===== src/common/uabt_defs.vh =====
// Register map, field positions and timing constants of the serial transmitter
`ifndef UABT_DEFS_VH
`define UABT_DEFS_VH

// Register indices; byte address is four times the index
`define UABT_IDX_FLAGS      8'h0c
`define UABT_IDX_RXCTL      8'h18
`define UABT_IDX_HOLD       8'h19
`define UABT_IDX_IRQEN      8'h8c
`define UABT_IDX_TXCTL      8'h98
`define UABT_IDX_DIVISOR    8'h99
`define UABT_ADDR_W         10

// Reset values
`define UABT_RST_FLAGS      8'h00
`define UABT_RST_RXCTL      8'h00
`define UABT_RST_IRQEN      8'h00
`define UABT_RST_TXCTL      8'h02
`define UABT_RST_DIVISOR    8'h00
`define UABT_RST_HOLD       8'h00

// Transmit control fields
`define UABT_TXCTL_NINE     6
`define UABT_TXCTL_TRANSMIT_ENABLE_BIT     5
`define UABT_TXCTL_SYNC     4
`define UABT_TXCTL_HSPEED   2
`define UABT_TXCTL_SEMPTY   1
`define UABT_TXCTL_NINTH    0
`define UABT_TXCTL_WMASK    8'h75

// Flag, enable and port enable fields
`define UABT_FLAGS_TXE      4
`define UABT_IRQEN_TXE      4
`define UABT_RXCTL_SERIAL_PORT_ENABLE     7

// Oversampling ratios, as last prescaler count
`define UABT_PRE_LOW        6'd63
`define UABT_PRE_HIGH       6'd15
`define UABT_PRE_SYNC       6'd3

// Frame lengths in data bits, as last bit index
`define UABT_LAST_BIT8      4'd7
`define UABT_LAST_BIT9      4'd8

`endif


===== src/hdl/uabt_baud_gen.v =====
// Baud timer with selectable oversampling, one tick per bit period
`timescale 1ns/1ps
`include "uabt_defs.vh"

module uabt_baud_gen (
	// Clock and reset
	input  wire       clk,
	input  wire       rst_n,
	// Control
	input  wire       run,
	input  wire       restart,
	input  wire [7:0] divisor,
	input  wire       high_speed,
	input  wire       sync_mode,
	// Bit rate tick
	output reg        bit_tick
);

	reg  [7:0] cnt_reg;
	reg  [5:0] pre_reg;
	wire [5:0] pre_last;

	// Base rate is fosc/(X+1); the prescaler gives x4, x16 or x64
	assign pre_last = sync_mode  ? `UABT_PRE_SYNC :
	                  high_speed ? `UABT_PRE_HIGH :
	                               `UABT_PRE_LOW;

	always @(posedge clk or negedge rst_n) begin
		if (!rst_n) begin
			cnt_reg  <= 8'h00;
			pre_reg  <= 6'h00;
			bit_tick <= 1'b0;
		end else if (restart) begin
			// Divisor write or disable restarts timing at once
			cnt_reg  <= 8'h00;
			pre_reg  <= 6'h00;
			bit_tick <= 1'b0;
		end else if (run) begin
			// Sleep holds count and pending tick so the bit resumes
			bit_tick <= 1'b0;
			if (cnt_reg == 8'h00) begin
				cnt_reg <= divisor;
				if (pre_reg == pre_last) begin
					pre_reg  <= 6'h00;
					bit_tick <= 1'b1;
				end else begin
					pre_reg <= pre_reg + 6'h01;
				end
			end else begin
				cnt_reg <= cnt_reg - 8'h01;
			end
		end
	end

endmodule // uabt_baud_gen


===== src/hdl/uabt_top.v =====
// Asynchronous serial transmitter with baud generator and APB registers
//
// The APB register port was chosen for this implementation.
`timescale 1ns/1ps
`include "uabt_defs.vh"

module uabt_top (
	// Clock and reset
	input  wire                     CLK,
	input  wire                     ARST_N,
	// APB slave
	input  wire                     PSEL,
	input  wire                     PENABLE,
	input  wire                     PWRITE,
	input  wire [`UABT_ADDR_W-1:0]  PADDR,
	input  wire [31:0]              PWDATA,
	output reg  [31:0]              PRDATA,
	output wire                     PREADY,
	output wire                     PSLVERR,
	// Device power state
	input  wire                     SLEEP,
	// Transmit pin
	output wire                     TX_O,
	output wire                     TX_OE,
	// Transmit-empty interrupt request
	output wire                     TX_IRQ
);

	localparam [2:0] ST_IDLE  = 3'd0;
	localparam [2:0] ST_WAIT  = 3'd1;
	localparam [2:0] ST_START = 3'd2;
	localparam [2:0] ST_DATA  = 3'd3;
	localparam [2:0] ST_STOP  = 3'd4;

	localparam [2:0] SEL_NONE    = 3'd0;
	localparam [2:0] SEL_FLAGS   = 3'd1;
	localparam [2:0] SEL_RXCTL   = 3'd2;
	localparam [2:0] SEL_HOLD    = 3'd3;
	localparam [2:0] SEL_IRQEN   = 3'd4;
	localparam [2:0] SEL_TXCTL   = 3'd5;
	localparam [2:0] SEL_DIVISOR = 3'd6;

	localparam [7:0] RST_RXCTL   = `UABT_RST_RXCTL;

	// Word address decode, shared by reads, writes and the error answer
	function [2:0] reg_sel;
		input [`UABT_ADDR_W-1:0] addr;
		begin
			if (addr[1:0] != 2'b00)
				reg_sel = SEL_NONE;
			else begin
				case (addr[`UABT_ADDR_W-1:2])
				`UABT_IDX_FLAGS:   reg_sel = SEL_FLAGS;
				`UABT_IDX_RXCTL:   reg_sel = SEL_RXCTL;
				`UABT_IDX_HOLD:    reg_sel = SEL_HOLD;
				`UABT_IDX_IRQEN:   reg_sel = SEL_IRQEN;
				`UABT_IDX_TXCTL:   reg_sel = SEL_TXCTL;
				`UABT_IDX_DIVISOR: reg_sel = SEL_DIVISOR;
				default:           reg_sel = SEL_NONE;
				endcase
			end
		end
	endfunction

	// Reset release
	reg        rst_s1_reg;
	reg        rst_s2_reg;
	wire       rst_n;

	// Registers
	reg  [7:0] txctl_reg;
	reg  [7:0] divisor_reg;
	reg  [7:0] irqen_reg;
	reg        serial_port_enable_reg;
	reg  [7:0] hold_reg;
	reg        hold_full_reg;
	reg        tx_empty_flag_reg;
	reg        tx_empty_flag_next;
	reg        transmit_enable_bit_prev_reg;

	// Transmitter
	reg  [2:0] state_reg;
	reg  [2:0] state_next;
	reg  [8:0] shift_reg;
	reg  [8:0] shift_next;
	reg  [3:0] bit_cnt_reg;
	reg  [3:0] bit_cnt_next;

	wire       bus_access;
	wire       bus_wr;
	wire [2:0] sel;
	wire       hold_wr;
	wire       divisor_wr;
	wire       tx_enable;
	wire       tx_run;
	wire       transmit_enable_bit_rise;
	wire       load_now;
	wire       bit_tick;
	wire [3:0] last_bit;
	wire       shift_empty;

	// Reset is asserted at once and released through two flops
	always @(posedge CLK or negedge ARST_N) begin
		if (!ARST_N) begin
			rst_s1_reg <= 1'b0;
			rst_s2_reg <= 1'b0;
		end else begin
			rst_s1_reg <= 1'b1;
			rst_s2_reg <= rst_s1_reg;
		end
	end

	assign rst_n = rst_s2_reg;

	// Zero wait states; unmapped words answer with an error
	assign PREADY     = 1'b1;
	assign sel        = reg_sel(PADDR);
	assign PSLVERR    = PSEL && PENABLE && (sel == SEL_NONE);
	assign bus_access = PSEL && PENABLE && PREADY;
	assign bus_wr     = bus_access && PWRITE && (sel != SEL_NONE);
	assign hold_wr    = bus_wr && (sel == SEL_HOLD);
	assign divisor_wr = bus_wr && (sel == SEL_DIVISOR);

	// Transmit runs only in async mode with port enabled
	assign tx_enable = txctl_reg[`UABT_TXCTL_TRANSMIT_ENABLE_BIT] && serial_port_enable_reg &&
	                   !txctl_reg[`UABT_TXCTL_SYNC];
	// Sleep freezes the transmitter where it stands
	assign tx_run    = tx_enable && !SLEEP;
	assign transmit_enable_bit_rise = txctl_reg[`UABT_TXCTL_TRANSMIT_ENABLE_BIT] && !transmit_enable_bit_prev_reg;

	// NINE bit selects a nine-bit frame
	assign last_bit = txctl_reg[`UABT_TXCTL_NINE] ? `UABT_LAST_BIT9 :
	                                                `UABT_LAST_BIT8;

	// Shifter reloads when empty or at the end of stop
	// A write in flight defers the move one cycle so flag set and
	// clear never coincide from the same buffer
	assign load_now = tx_run && hold_full_reg && !hold_wr &&
	                  ((state_reg == ST_IDLE) ||
	                   ((state_reg == ST_STOP) && bit_tick));

	assign shift_empty = (state_reg == ST_IDLE);

	uabt_baud_gen u_baud (
		.clk        (CLK),
		.rst_n      (rst_n),
		.run        (tx_run),
		.restart    (divisor_wr || !tx_enable),
		.divisor    (divisor_reg),
		.high_speed (txctl_reg[`UABT_TXCTL_HSPEED]),
		.sync_mode  (txctl_reg[`UABT_TXCTL_SYNC]),
		.bit_tick   (bit_tick)
	);

	// Register writes land at the access edge
	always @(posedge CLK or negedge rst_n) begin
		if (!rst_n) begin
			txctl_reg   <= `UABT_RST_TXCTL;
			divisor_reg <= `UABT_RST_DIVISOR;
			irqen_reg   <= `UABT_RST_IRQEN;
			serial_port_enable_reg    <= RST_RXCTL[`UABT_RXCTL_SERIAL_PORT_ENABLE];
			hold_reg    <= `UABT_RST_HOLD;
		end else if (bus_wr) begin
			case (sel)
			SEL_TXCTL:   txctl_reg <= PWDATA[7:0] & `UABT_TXCTL_WMASK;
			SEL_DIVISOR: divisor_reg <= PWDATA[7:0];
			SEL_IRQEN:   irqen_reg <= PWDATA[7:0];
			SEL_RXCTL:   serial_port_enable_reg <= PWDATA[`UABT_RXCTL_SERIAL_PORT_ENABLE];
			SEL_HOLD:    hold_reg <= PWDATA[7:0];
			default:     hold_reg <= hold_reg;
			endcase
		end
	end

	// Holding buffer occupancy; a load may precede enable
	always @(posedge CLK or negedge rst_n) begin
		if (!rst_n)
			hold_full_reg <= 1'b0;
		else if (hold_wr)
			hold_full_reg <= 1'b1;
		else if (load_now)
			hold_full_reg <= 1'b0;
	end

	// Transmit-empty flag: set wins over clear
	always @* begin
		tx_empty_flag_next = tx_empty_flag_reg;
		if (hold_wr)
			tx_empty_flag_next = 1'b0;
		if (load_now || transmit_enable_bit_rise)
			tx_empty_flag_next = 1'b1;
	end

	always @(posedge CLK or negedge rst_n) begin
		if (!rst_n) begin
			tx_empty_flag_reg <= 1'b0;
			transmit_enable_bit_prev_reg     <= 1'b0;
		end else begin
			tx_empty_flag_reg <= tx_empty_flag_next;
			transmit_enable_bit_prev_reg     <= txctl_reg[`UABT_TXCTL_TRANSMIT_ENABLE_BIT];
		end
	end

	// Request raised only when enabled
	assign TX_IRQ = tx_empty_flag_reg && irqen_reg[`UABT_IRQEN_TXE];

	// Frame sequencer
	always @* begin
		state_next   = state_reg;
		shift_next   = shift_reg;
		bit_cnt_next = bit_cnt_reg;
		case (state_reg)
		ST_IDLE: begin
			if (load_now) begin
				// No parity logic; ninth bit is taken as written
				shift_next = {txctl_reg[`UABT_TXCTL_NINTH], hold_reg};
				state_next = ST_WAIT;
			end
		end
		ST_WAIT: begin
			// Start waits for the first shift clock
			if (bit_tick)
				state_next = ST_START;
		end
		ST_START: begin
			if (bit_tick) begin
				bit_cnt_next = 4'h0;
				state_next   = ST_DATA;
			end
		end
		ST_DATA: begin
			if (bit_tick) begin
				shift_next = {1'b0, shift_reg[8:1]};
				if (bit_cnt_reg == last_bit)
					state_next = ST_STOP;
				else
					bit_cnt_next = bit_cnt_reg + 4'h1;
			end
		end
		ST_STOP: begin
			if (load_now) begin
				// Back-to-back frame starts straight after stop
				shift_next = {txctl_reg[`UABT_TXCTL_NINTH], hold_reg};
				state_next = ST_START;
			end else if (bit_tick) begin
				state_next = ST_IDLE;
			end
		end
		default: state_next = ST_IDLE;
		endcase
	end

	always @(posedge CLK or negedge rst_n) begin
		if (!rst_n) begin
			state_reg   <= ST_IDLE;
			shift_reg   <= 9'h000;
			bit_cnt_reg <= 4'h0;
		end else if (!tx_enable) begin
			// Disable aborts the frame and resets the sequencer
			state_reg   <= ST_IDLE;
			shift_reg   <= 9'h000;
			bit_cnt_reg <= 4'h0;
		end else if (!SLEEP) begin
			state_reg   <= state_next;
			shift_reg   <= shift_next;
			bit_cnt_reg <= bit_cnt_next;
		end
	end

	// Line level: start low, data LSB first, otherwise high
	reg tx_line_reg;

	always @(posedge CLK or negedge rst_n) begin
		if (!rst_n)
			tx_line_reg <= 1'b1;
		else if (!tx_enable)
			tx_line_reg <= 1'b1;
		else if (!SLEEP) begin
			case (state_next)
			ST_START: tx_line_reg <= 1'b0;
			ST_DATA:  tx_line_reg <= shift_next[0];
			default:  tx_line_reg <= 1'b1;
			endcase
		end
	end

	assign TX_O  = tx_line_reg;
	// Pin released when the transmitter is off
	assign TX_OE = tx_enable;

	// Read data is captured in the setup cycle
	always @(posedge CLK or negedge rst_n) begin
		if (!rst_n)
			PRDATA <= 32'h0000_0000;
		else if (PSEL && !PENABLE && !PWRITE) begin
			case (sel)
			SEL_FLAGS:
				PRDATA <= {27'h0, tx_empty_flag_reg, 4'h0};
			SEL_RXCTL:
				PRDATA <= {24'h0, serial_port_enable_reg, 7'h00};
			SEL_HOLD:
				PRDATA <= {24'h0, hold_reg};
			SEL_IRQEN:
				PRDATA <= {24'h0, irqen_reg};
			SEL_TXCTL:
				// Shift-empty reads live, cannot be written
				PRDATA <= {24'h0, txctl_reg[7:2], shift_empty,
				           txctl_reg[0]};
			SEL_DIVISOR:
				PRDATA <= {24'h0, divisor_reg};
			default:
				PRDATA <= 32'h0000_0000;
			endcase
		end
	end

	// Software sets the ninth bit before writing data

endmodule // uabt_top


===== config.mk =====
export PLATFORM = sky130hd
export DESIGN_NAME = uabt_top
export DESIGN_NICKNAME = d
export VERILOG_FILES = /design/src/hdl/uabt_baud_gen.v /design/src/hdl/uabt_top.v
export VERILOG_INCLUDE_DIRS = /design/src /design/src/common
export SDC_FILE = /design/constraint.sdc
export NUM_CORES = 1
export LEC_CHECK = 0
export ABC_AREA = 1
export BUFFER_PORTS_ARGS = -buffer_cell sky130_fd_sc_hd__buf_4
export CAP_MARGIN = 20
export CORE_ASPECT_RATIO = 0.9
export CORE_UTILIZATION = 60
export DETAILED_ROUTE_END_ITERATION = 7
export PLACE_DENSITY = 0.89
export SYNTH_ARGS = -nofsm -noshare
export SYNTH_HDL_FRONTEND = slang
export SYNTH_SLANG_ARGS = --single-unit

===== constraint.sdc =====
create_clock -name CLK -period 5.15 [get_ports CLK]
set_input_delay 0.7725 -clock CLK [delete_from_list [all_inputs] [get_ports CLK]]
set_output_delay 0.7725 -clock CLK [all_outputs]
set_load 0.03 [all_outputs]

==> results of run 1 <==
-- power groups by stage --
stage	Combinational (mW)	Clock [mW]	Sequential [mW]
after floorplan	0.0561	0	0.611
after global placement	0.0712	0	0.603
after detailed placement	0.0729	0	0.603
after CTS	0.0730	0.403	0.591
after global routing	0.0799	0.424	0.591
final	0.0726	0.398	0.591
-- metal layers --
| metal | global-route usage [%] | share of wire (%) | up-vias |
|---|---|---|---|
| li1 | - | - | 1748 |
| met1 | 35.14 | 42 | 1781 |
| met2 | 47.27 | 49 | 197 |
| met3 | 6.136 | 6.9 | 26 |
| met4 | 10.32 | 2.1 | 0 |
| met5 | 0 | 0 | - |
-- worst max path at each step --
stage	from	endpoint	depth (start not counted)
after floorplan	PADDR[4]	PSLVERR	8
after global placement	PADDR[4]	u_baud.pre_reg[3]	13
after detailed placement	PADDR[7]	u_baud.pre_reg[3]	13
after CTS	PADDR[7]	u_baud.pre_reg[3]	13
after global routing	PADDR[7]	u_baud.pre_reg[3]	13
final	PADDR[7]	u_baud.pre_reg[3]	13
-- through the flow --
stage	area (um2)	worst slack, ns	power (mW)
2_1_floorplan	4388	2.341	0.6668
3_3_place_gp	4537	2.126	0.6741
3_5_place_dp	4537	1.980	0.6758
4_1_cts	4701	2.333	1.068
5_1_grt	4701	2.067	1.095
6_report	4701	2.326	1.062
-- cells by family after synthesis --
group	count (synthesis)	synth area share, %
xor+xnor	6	1.223
flops	75	43.70
compound gates	121	17.50
simple gates	207	23.44
other cells	2	0.1747
buf+inv	115	12.81
fa+ha+maj	4	1.165
-- cell type report --
cell class / instances / share of cell area (%)
Clock buffer: 13 / 3.167
Clock inverter: 3 / 0.3194
Inverter: 82 / 6.707
Multi-Input combinational cell: 364 / 41.68
Sequential cell: 75 / 39.98
Tap cell: 90 / 2.396
Timing Repair Buffer: 36 / 5.749
-- critical path, stage by stage --
cell and delay (ns):
buf_4 0.11, inv_1 0.07, nand2_2 0.07, nor2_2 0.12, nand2_1 0.11, nand3_2 0.11, nand2_4 0.09, inv_1 0.15
nand3_1 0.56, nand2_1 0.45, inv_1 0.07, o21ai_1 0.20, a221oi_1 0.11
-- cell usage in the layout (no fill, tap or decap), types with 2 or more instances in the layout --
master     Yosys  final
nand2_4        5      5
xor2_1         5      5
dfrtp_1       74     73
a211oi_1       3      3
inv_2          7      7
nand3_4        2      2
o22ai_1       13     13
inv_1         72     72
o2111ai_1      3      3
clkinv_2       0      3
nand2_1      122    122
ha_1           4      4
conb_1         2     26
nor2_2         3      3
clkbuf_8       0     10
o21ai_2       14     14
nor3_1         8      8
nor4_1         2      2
nor2_4         4      4
o21ai_0       55     55
a31oi_1        2      2
a221oi_1       2      2
a22o_1         3      3
a21oi_1       16     16
nor2_1        31     31
nand3_2        3      3
nand3_1       14     14
nand2_2        6      6
clkbuf_1       3      3
o21ai_1        2      2
buf_4         25     36
==> out/metrics.cfg, run 1 <==
[run_status]
outcome=finished clean

[synth]
avgSynthCellArea_um2=8.109
synth_seq_cells=75
synth_cells=530
ys_seq_area_share_pct=43.70
synth_top_area_share_pct=43.09
ys_warn_count=0
synth_cell_types=53
netlist_area_um2=4298
synth.top_cells.by_area=dfrtp_1 (43%), nand2_1 (11%), o21ai_0 (6.4%)
synth-async-reset-ratio_pct=100.0
synth_ff_type=dfrtp_1
synth_edf_count=0
synth_most_common_cell=nand2_1
yosysTopAreaCell=dfrtp_1
synth.top_cells.by_count=nand2_1 (122), dfrtp_1 (74), inv_1 (72)

[timing]
grt_setup_unrepaired=false
relSlewSlack_pct=39.08
fin_crit_ns=2.824
setup_viol=0
tns_ns=0
hold-worst-slack_ns=0.1890
slew_viol_final=0
fmax_ghz=0.3540
fin_skew_ns=0.009810
finalHoldViolCount=0
fin_crit_sh_pct=54.84
worst_pin_slew_ns=0.9137

[clocking]
root_buffer=clkbuf_8
worstSkewPairLatency_ns=0.35
clock-sinks=75
clk_pin_slew_worst_paths_ns=0.07
holdBufCountCts=0
htree_levels=3
cts_buffers=9
ctsResizeCount=0
post-cts-setup-buffers=0
cts_buffer_depth=2
cts_tree=done

[setup_path]
crit_path_max_fanout=21
critical_path_arrival_ns=3.01
rrSetupSlack_ns=2.89
crit_type=in2reg
cp.required_ns=5.34
r2r-end=u_baud.pre_reg[4]
cp-start-kind=primary input
endpoint_kind=flop
reg2reg_from=u_baud.cnt_reg[0]
rr_worst_depth=10

[detailed_routing]
drt-vias-per-instance=5.659
vias=3752
drc=0
first_pass_iters=5
wl_per_cell_um=14.66
totalWireLength_mm=9.719
detail-route-antenna-nets=0
first_iter_violations=404

[global_route]
antenna_found_initial=0
grt_pass1_vias=3394
grt_pass1_wl_mm=16.04
grt_max_degree=74
grtUsageTotal_pct=27.66
grt_overflow=0

[cells_and_area]
postLayoutCoreUtil_pct=69.52
syn_to_final_growth_pct=9.374
multi_input_area_um2=1959
largest_register_ffs=9
final_cells=663
seq_area_um2=1879
drive_gt1_share_pct=18.15
fillers=537
antennaDiodeCount=0
fin_nets=620

[pwr]
share_seq_of_total_power_pct=55.7
p_clk_share_pct=37.5
power.leakage_nw=2.292
switchingPower_mw=0.2682
power_density_nw_per_um2=226.0
power.share.combinational_pct=6.8
irDropWorstVdd_mv=0.1521
netSwitchingFraction_pct=25.25
p_int_mw=0.7940

[floorplan]
core_um2=6761
floorplan.initialDensity_pct=63.56
die_w_um=91.22
rows=28
ios=85
die-area_um2=7506
die_y_um=82.29

[place]
dp_cells=647
portBuffers=35
dpl.hpwl_mm=7.121
gp_congestion=0.8837

[worst_hold_path]
hold_class=in2async

[flow_run]
drv_cap=0

No activity file was read; power rests on OpenSTA's default activity.
==> inputs of run 2 (changes only) <==
Settings changed: CORE_UTILIZATION 60 to 50, PLACE_DENSITY 0.89 to 0.79.
Clock period 5.15 ns to 2.44 ns, I/O delays scaled along.
==> run 2 against run 1 <==
Cell count rose by 4.4%. Hold slack improved by 0.052 ns. Worst setup slack got worse by 1.9 ns. Combinational power rose by 110%. Sequential power rose by 110%. Non-clock buffer count rose by 6. Clock power rose by 130%. Register-to-register slack got worse by 2.5 ns. Final area rose by 2.4%.
==> out/metrics.cfg, run 2 (same netlist as run 1, synthesis figures left out) <==
[run_status]
outcome=finished clean

[clocking]
root_buffer=clkbuf_8
clock-sinks=75
ctsResizeCount=0
cts_tree=done
worstSkewPairLatency_ns=0.35
cts_buffer_depth=2
htree_levels=3
post-cts-setup-buffers=0
holdBufCountCts=1
cts_buffers=9
clk_pin_slew_worst_paths_ns=0.07

[cells_and_area]
antennaDiodeCount=0
final_cell_mix=nand2_1 (122), dfrtp_1 (73), inv_1 (72)
fin_nets=626
drive_gt1_share_pct=19.06
largest_register_ffs=9
fin_area_um2=4815
syn_to_final_growth_pct=12.02
postLayoutCoreUtil_pct=58.83
layout_commonest_cell=nand2_1

[global_route]
grt_max_degree=36
grt_overflow=0
grt.met3_usage_pct=4.977
grt_util_met1_pct=31.50
grt_use_met2_pct=37.24
grtUsageTotal_pct=23.44
grt_pass1_vias=3527
grt_pass1_wl_mm=16.39
top_usage_layer=met2
antenna_found_initial=0

[pwr]
power.leakage_nw=2.328
power_density_nw_per_um2=483.5
irDropWorstVdd_mv=0.3776

[timing]
grt_setup_unrepaired=false
fin_skew_ns=0.005330
fmax_ghz=0.4989
hold-worst-slack_ns=0.2410
relSlewSlack_pct=61.89
tns_ns=0
finalHoldViolCount=0
fin_crit_sh_pct=82.14
fin_crit_ns=2.004
setup_viol=0
worst_pin_slew_ns=0.5664
slew_viol_final=0

[setup_path]
critPathMaxStageDelay_ns=0.44
critical_path_arrival_ns=2.29
crit_slowest_cell=dfrtp_1
crit_family=simple AND/OR/NAND/NOR gates
crit_chain=inv_2 -> nand3_4 -> nor2_4 -> inv_2 -> nor4_4 -> nand2_4 -> inv_6 -> o21bai_4 -> nor2_4 -> nand2_1 -> o21ai_2
critical_path_buf_inv_count=3
crit_type=reg2reg
rrSetupSlack_ns=0.44
cp-start-kind=flop
crit_path_max_fanout=8
endpoint_kind=flop
cp.required_ns=2.72

[floorplan]
die-area_um2=8971
rows=31
die_y_um=89.96
ios=85
die_w_um=99.73
floorplan.initialDensity_pct=52.51
core_um2=8184

[place]
gp_congestion=0.8972
place_area_um2=4618
portBuffers=35
dpl.hpwl_mm=7.337

[flow_run]
drv_cap=0

[detailed_routing]
first_pass_iters=5
first_iter_violations=185
wl_per_cell_um=13.87
drt-vias-per-instance=5.214
totalWireLength_mm=9.599
vias=3608
drc=0
detail-route-antenna-nets=0

[worst_hold_path]
hold_class=reg2async

[run 2: cell types whose count changed in the layout (fill, tap and decap cells not counted), sizes merged]
cell	delta
clkinvlp	+1
dlygate4sd3	+1
buf	+5
clkinv	-3
[run 2: area by class of cell]
type	instances	area [um2]
fill	719	3369
inverter	82	315.3
clock inverter	1	7.507
timing repair buffer	42	330.3
sequential	75	1879
clock buffer	13	178.9
multi-input combinational	364	1959
tap	115	143.9
[run 2: path summary, 6_finish.rpt]
kind,from,to,cells past startpoint
max in group asynchronous,rst_n,irqen_reg[3],1
max reg2reg,txctl_reg[4],shift_reg[6],11
min,rst_n,divisor_reg[7],0
max,txctl_reg[4],shift_reg[6],11
min reg2reg,rst_n,divisor_reg[7],0
min in group CLK,PWDATA[7],irqen_reg[7],3
[run 2: report_power, final]
group          switching (mW)  internal [mW]
clock network           0.449          0.470
logic                   0.114         0.0400
registers             0.00892           1.25
total                   0.572           1.76
[run 2: stage by stage]
step	cells	setup slack (ns)	power, mW
6_report	692	0.4358	2.328
5_1_grt	692	0.2652	2.406
4_1_cts	692	0.4661	2.340
3_5_place_dp	677	0.1991	1.433
3_3_place_gp	677	0.2753	1.429
2_1_floorplan	554	0.1984	1.407
[run 2: metal layers]
| metal | wire length [um] | vias to the layer above |
|---|---|---|
| li1 | - | 1753 |
| met1 | 4302 | 1722 |
| met2 | 4649 | 115 |
| met3 | 458 | 18 |
| met4 | 188 | 0 |
| met5 | 0 | - |
[run 2: worst register-to-register path, delay by kind of cell, from the launching register on]
family                 cells  cell delay (ns)
AND/OR/NAND/NOR            6             1.04
flip-flops                 1             0.44
buffers and inverters      3             0.31
AO/OA/AOI/OAI              2             0.15
==> inputs of run 3 (changes only) <==
Clock period 2.44 ns to 1.7 ns, I/O delays scaled along.
==> run 3 against run 2 <==
Final area is 12% higher. Combinational power increased by 60%. Via count rose by 7.8%. Highest routed layer unchanged. Non-clock buffer count increased by 43. Sequential share of layout area decreased by 4.1 points. Largest power group unchanged. Global-route usage up 1.5 points. Clock skew up 0.0049 ns. Register-to-register slack lost 0.42 ns. Hold slack got worse by 0.070 ns. Clock-buffer cell count fell by 1.
==> out/metrics.cfg, run 3 (same netlist as run 1, synthesis figures left out) <==
[global_route]
grt_overflow=0
grt.met3_usage_pct=5.443
grt_util_met1_pct=33.76
grt_use_met2_pct=38.45
grtUsageTotal_pct=24.90
grt_max_degree=74
antenna_found_initial=0
grt_pass1_wl_mm=17.33
top_usage_layer=met2
grt_pass1_vias=3687

[floorplan]
floorplan.initialDensity_pct=52.51
die_y_um=89.96
ios=85
core_um2=8184
die_w_um=99.73
rows=31
die-area_um2=8971

[timing]
fin_crit_sh_pct=99.28
fin_crit_ns=1.688
grt_setup_unrepaired=true
fin_skew_ns=0.01023
fmax_ghz=0.5925
tns_ns=0
setup_viol=0
finalHoldViolCount=0
slew_viol_final=0
hold-worst-slack_ns=0.1711

[detailed_routing]
drc=0
first_pass_iters=5
drt-vias-per-instance=5.275
totalWireLength_mm=10.80
wl_per_cell_um=14.66
detail-route-antenna-nets=0
first_iter_violations=343
vias=3888

[cells_and_area]
antennaDiodeCount=0
drive_gt1_share_pct=30.87
layout_commonest_cell=nand2_1
fin_area_um2=5378
syn_to_final_growth_pct=25.12
largest_register_ffs=9
final_cells=737
fin_nets=669
final_cell_mix=nand2_1 (111), buf_4 (79), dfrtp_1 (72)

[clocking]
worstSkewPairLatency_ns=0.37
cts_tree=done
clock-sinks=75
cts_buffers=9
htree_levels=3
cts_buffer_depth=2
clk_pin_slew_worst_paths_ns=0.07
root_buffer=clkbuf_8

[setup_path]
crit_type=reg2reg
crit_path_max_fanout=4
cp.required_ns=2.01
endpoint_kind=flop
cp-start-kind=flop
critical_path_arrival_ns=1.99

[pwr]
power_density_nw_per_um2=658.8
irDropWorstVdd_mv=0.5889
p_total_mw=3.543
power.leakage_nw=2.593

[place]
portBuffers=35
dp_cells=706
place_area_um2=4853
dpl.hpwl_mm=7.704
gp_congestion=0.9002

[worst_hold_path]
hold_class=in2reg

[run_status]
outcome=finished clean

[flow_run]
drv_cap=0

## run 3: path summary, 6_finish.rpt
| check | startpoint | end | slack, ns | cells past startpoint |
|---|---|---|---|---|
| worst min register to register | rst_n | irqen_reg[7] | 0.28 | 1 |
| worst max register to register | state_reg[0] | TX_O | 0.01 | 10 |
| worst min-delay path | PWDATA[1] | irqen_reg[1] | 0.17 | 3 |
| min in group asynchronous | ARST_N | rst_s1_reg | 0.19 | 2 |
| max in group asynchronous | rst_n | TX_O | 1.06 | 1 |
| worst max-delay path | state_reg[0] | TX_O | 0.01 | 10 |
## run 3: cell type report
type	count	area (um2)
fillers	641	2806
flip-flops and latches	75	1881
clock inverters	4	73.82
well taps	115	143.9
multi-input cells	364	2138
repair buffers	85	685.7
inverters	82	320.3
clock buffers	12	135.1
## run 3: critical path: stages (launching register included)
cell and delay (ns):
dfrtp_1 0.41, nor2_4 0.15, inv_2 0.06, nor4_4 0.35, nand2_4 0.11, buf_6 0.14
nand2_2 0.05, nand3_2 0.08, nand2_2 0.09, nand2_2 0.06, a21oi_2 0.12
## run 3: routing by layer
metal	vias up	share of wire [%]
met5	-	0
met4	0	2.9
met3	33	5.4
met2	162	47
met1	1843	44
li1	1850	-
## run 3: where the power goes
group	internal, mW	switching (mW)	total (mW)
registers	1.79	0.00332	1.79
clock network	0.831	0.673	1.50
logic	0.0672	0.179	0.246
total	2.69	0.855	3.54
## run 3: repair_timing
action                     in CTS  in global routing
setup endpoints to repair      16                 25
cloned                          0                  0
pin swaps                       5                 17
hold endpoints to repair        2                  0
resized for setup              10                 46
buffers inserted                6                  8
hold buffers                    1                  0
## run 3: metrics by stage
stage | setup slack [ns] | util [%]
after floorplan | 0.02194 | -
after global placement | -0.09833 | 59.30
after detailed placement | -0.1644 | 59.30
after CTS | -0.04366 | 62.85
after global routing | -0.07062 | 65.71
final | 0.01220 | 65.71
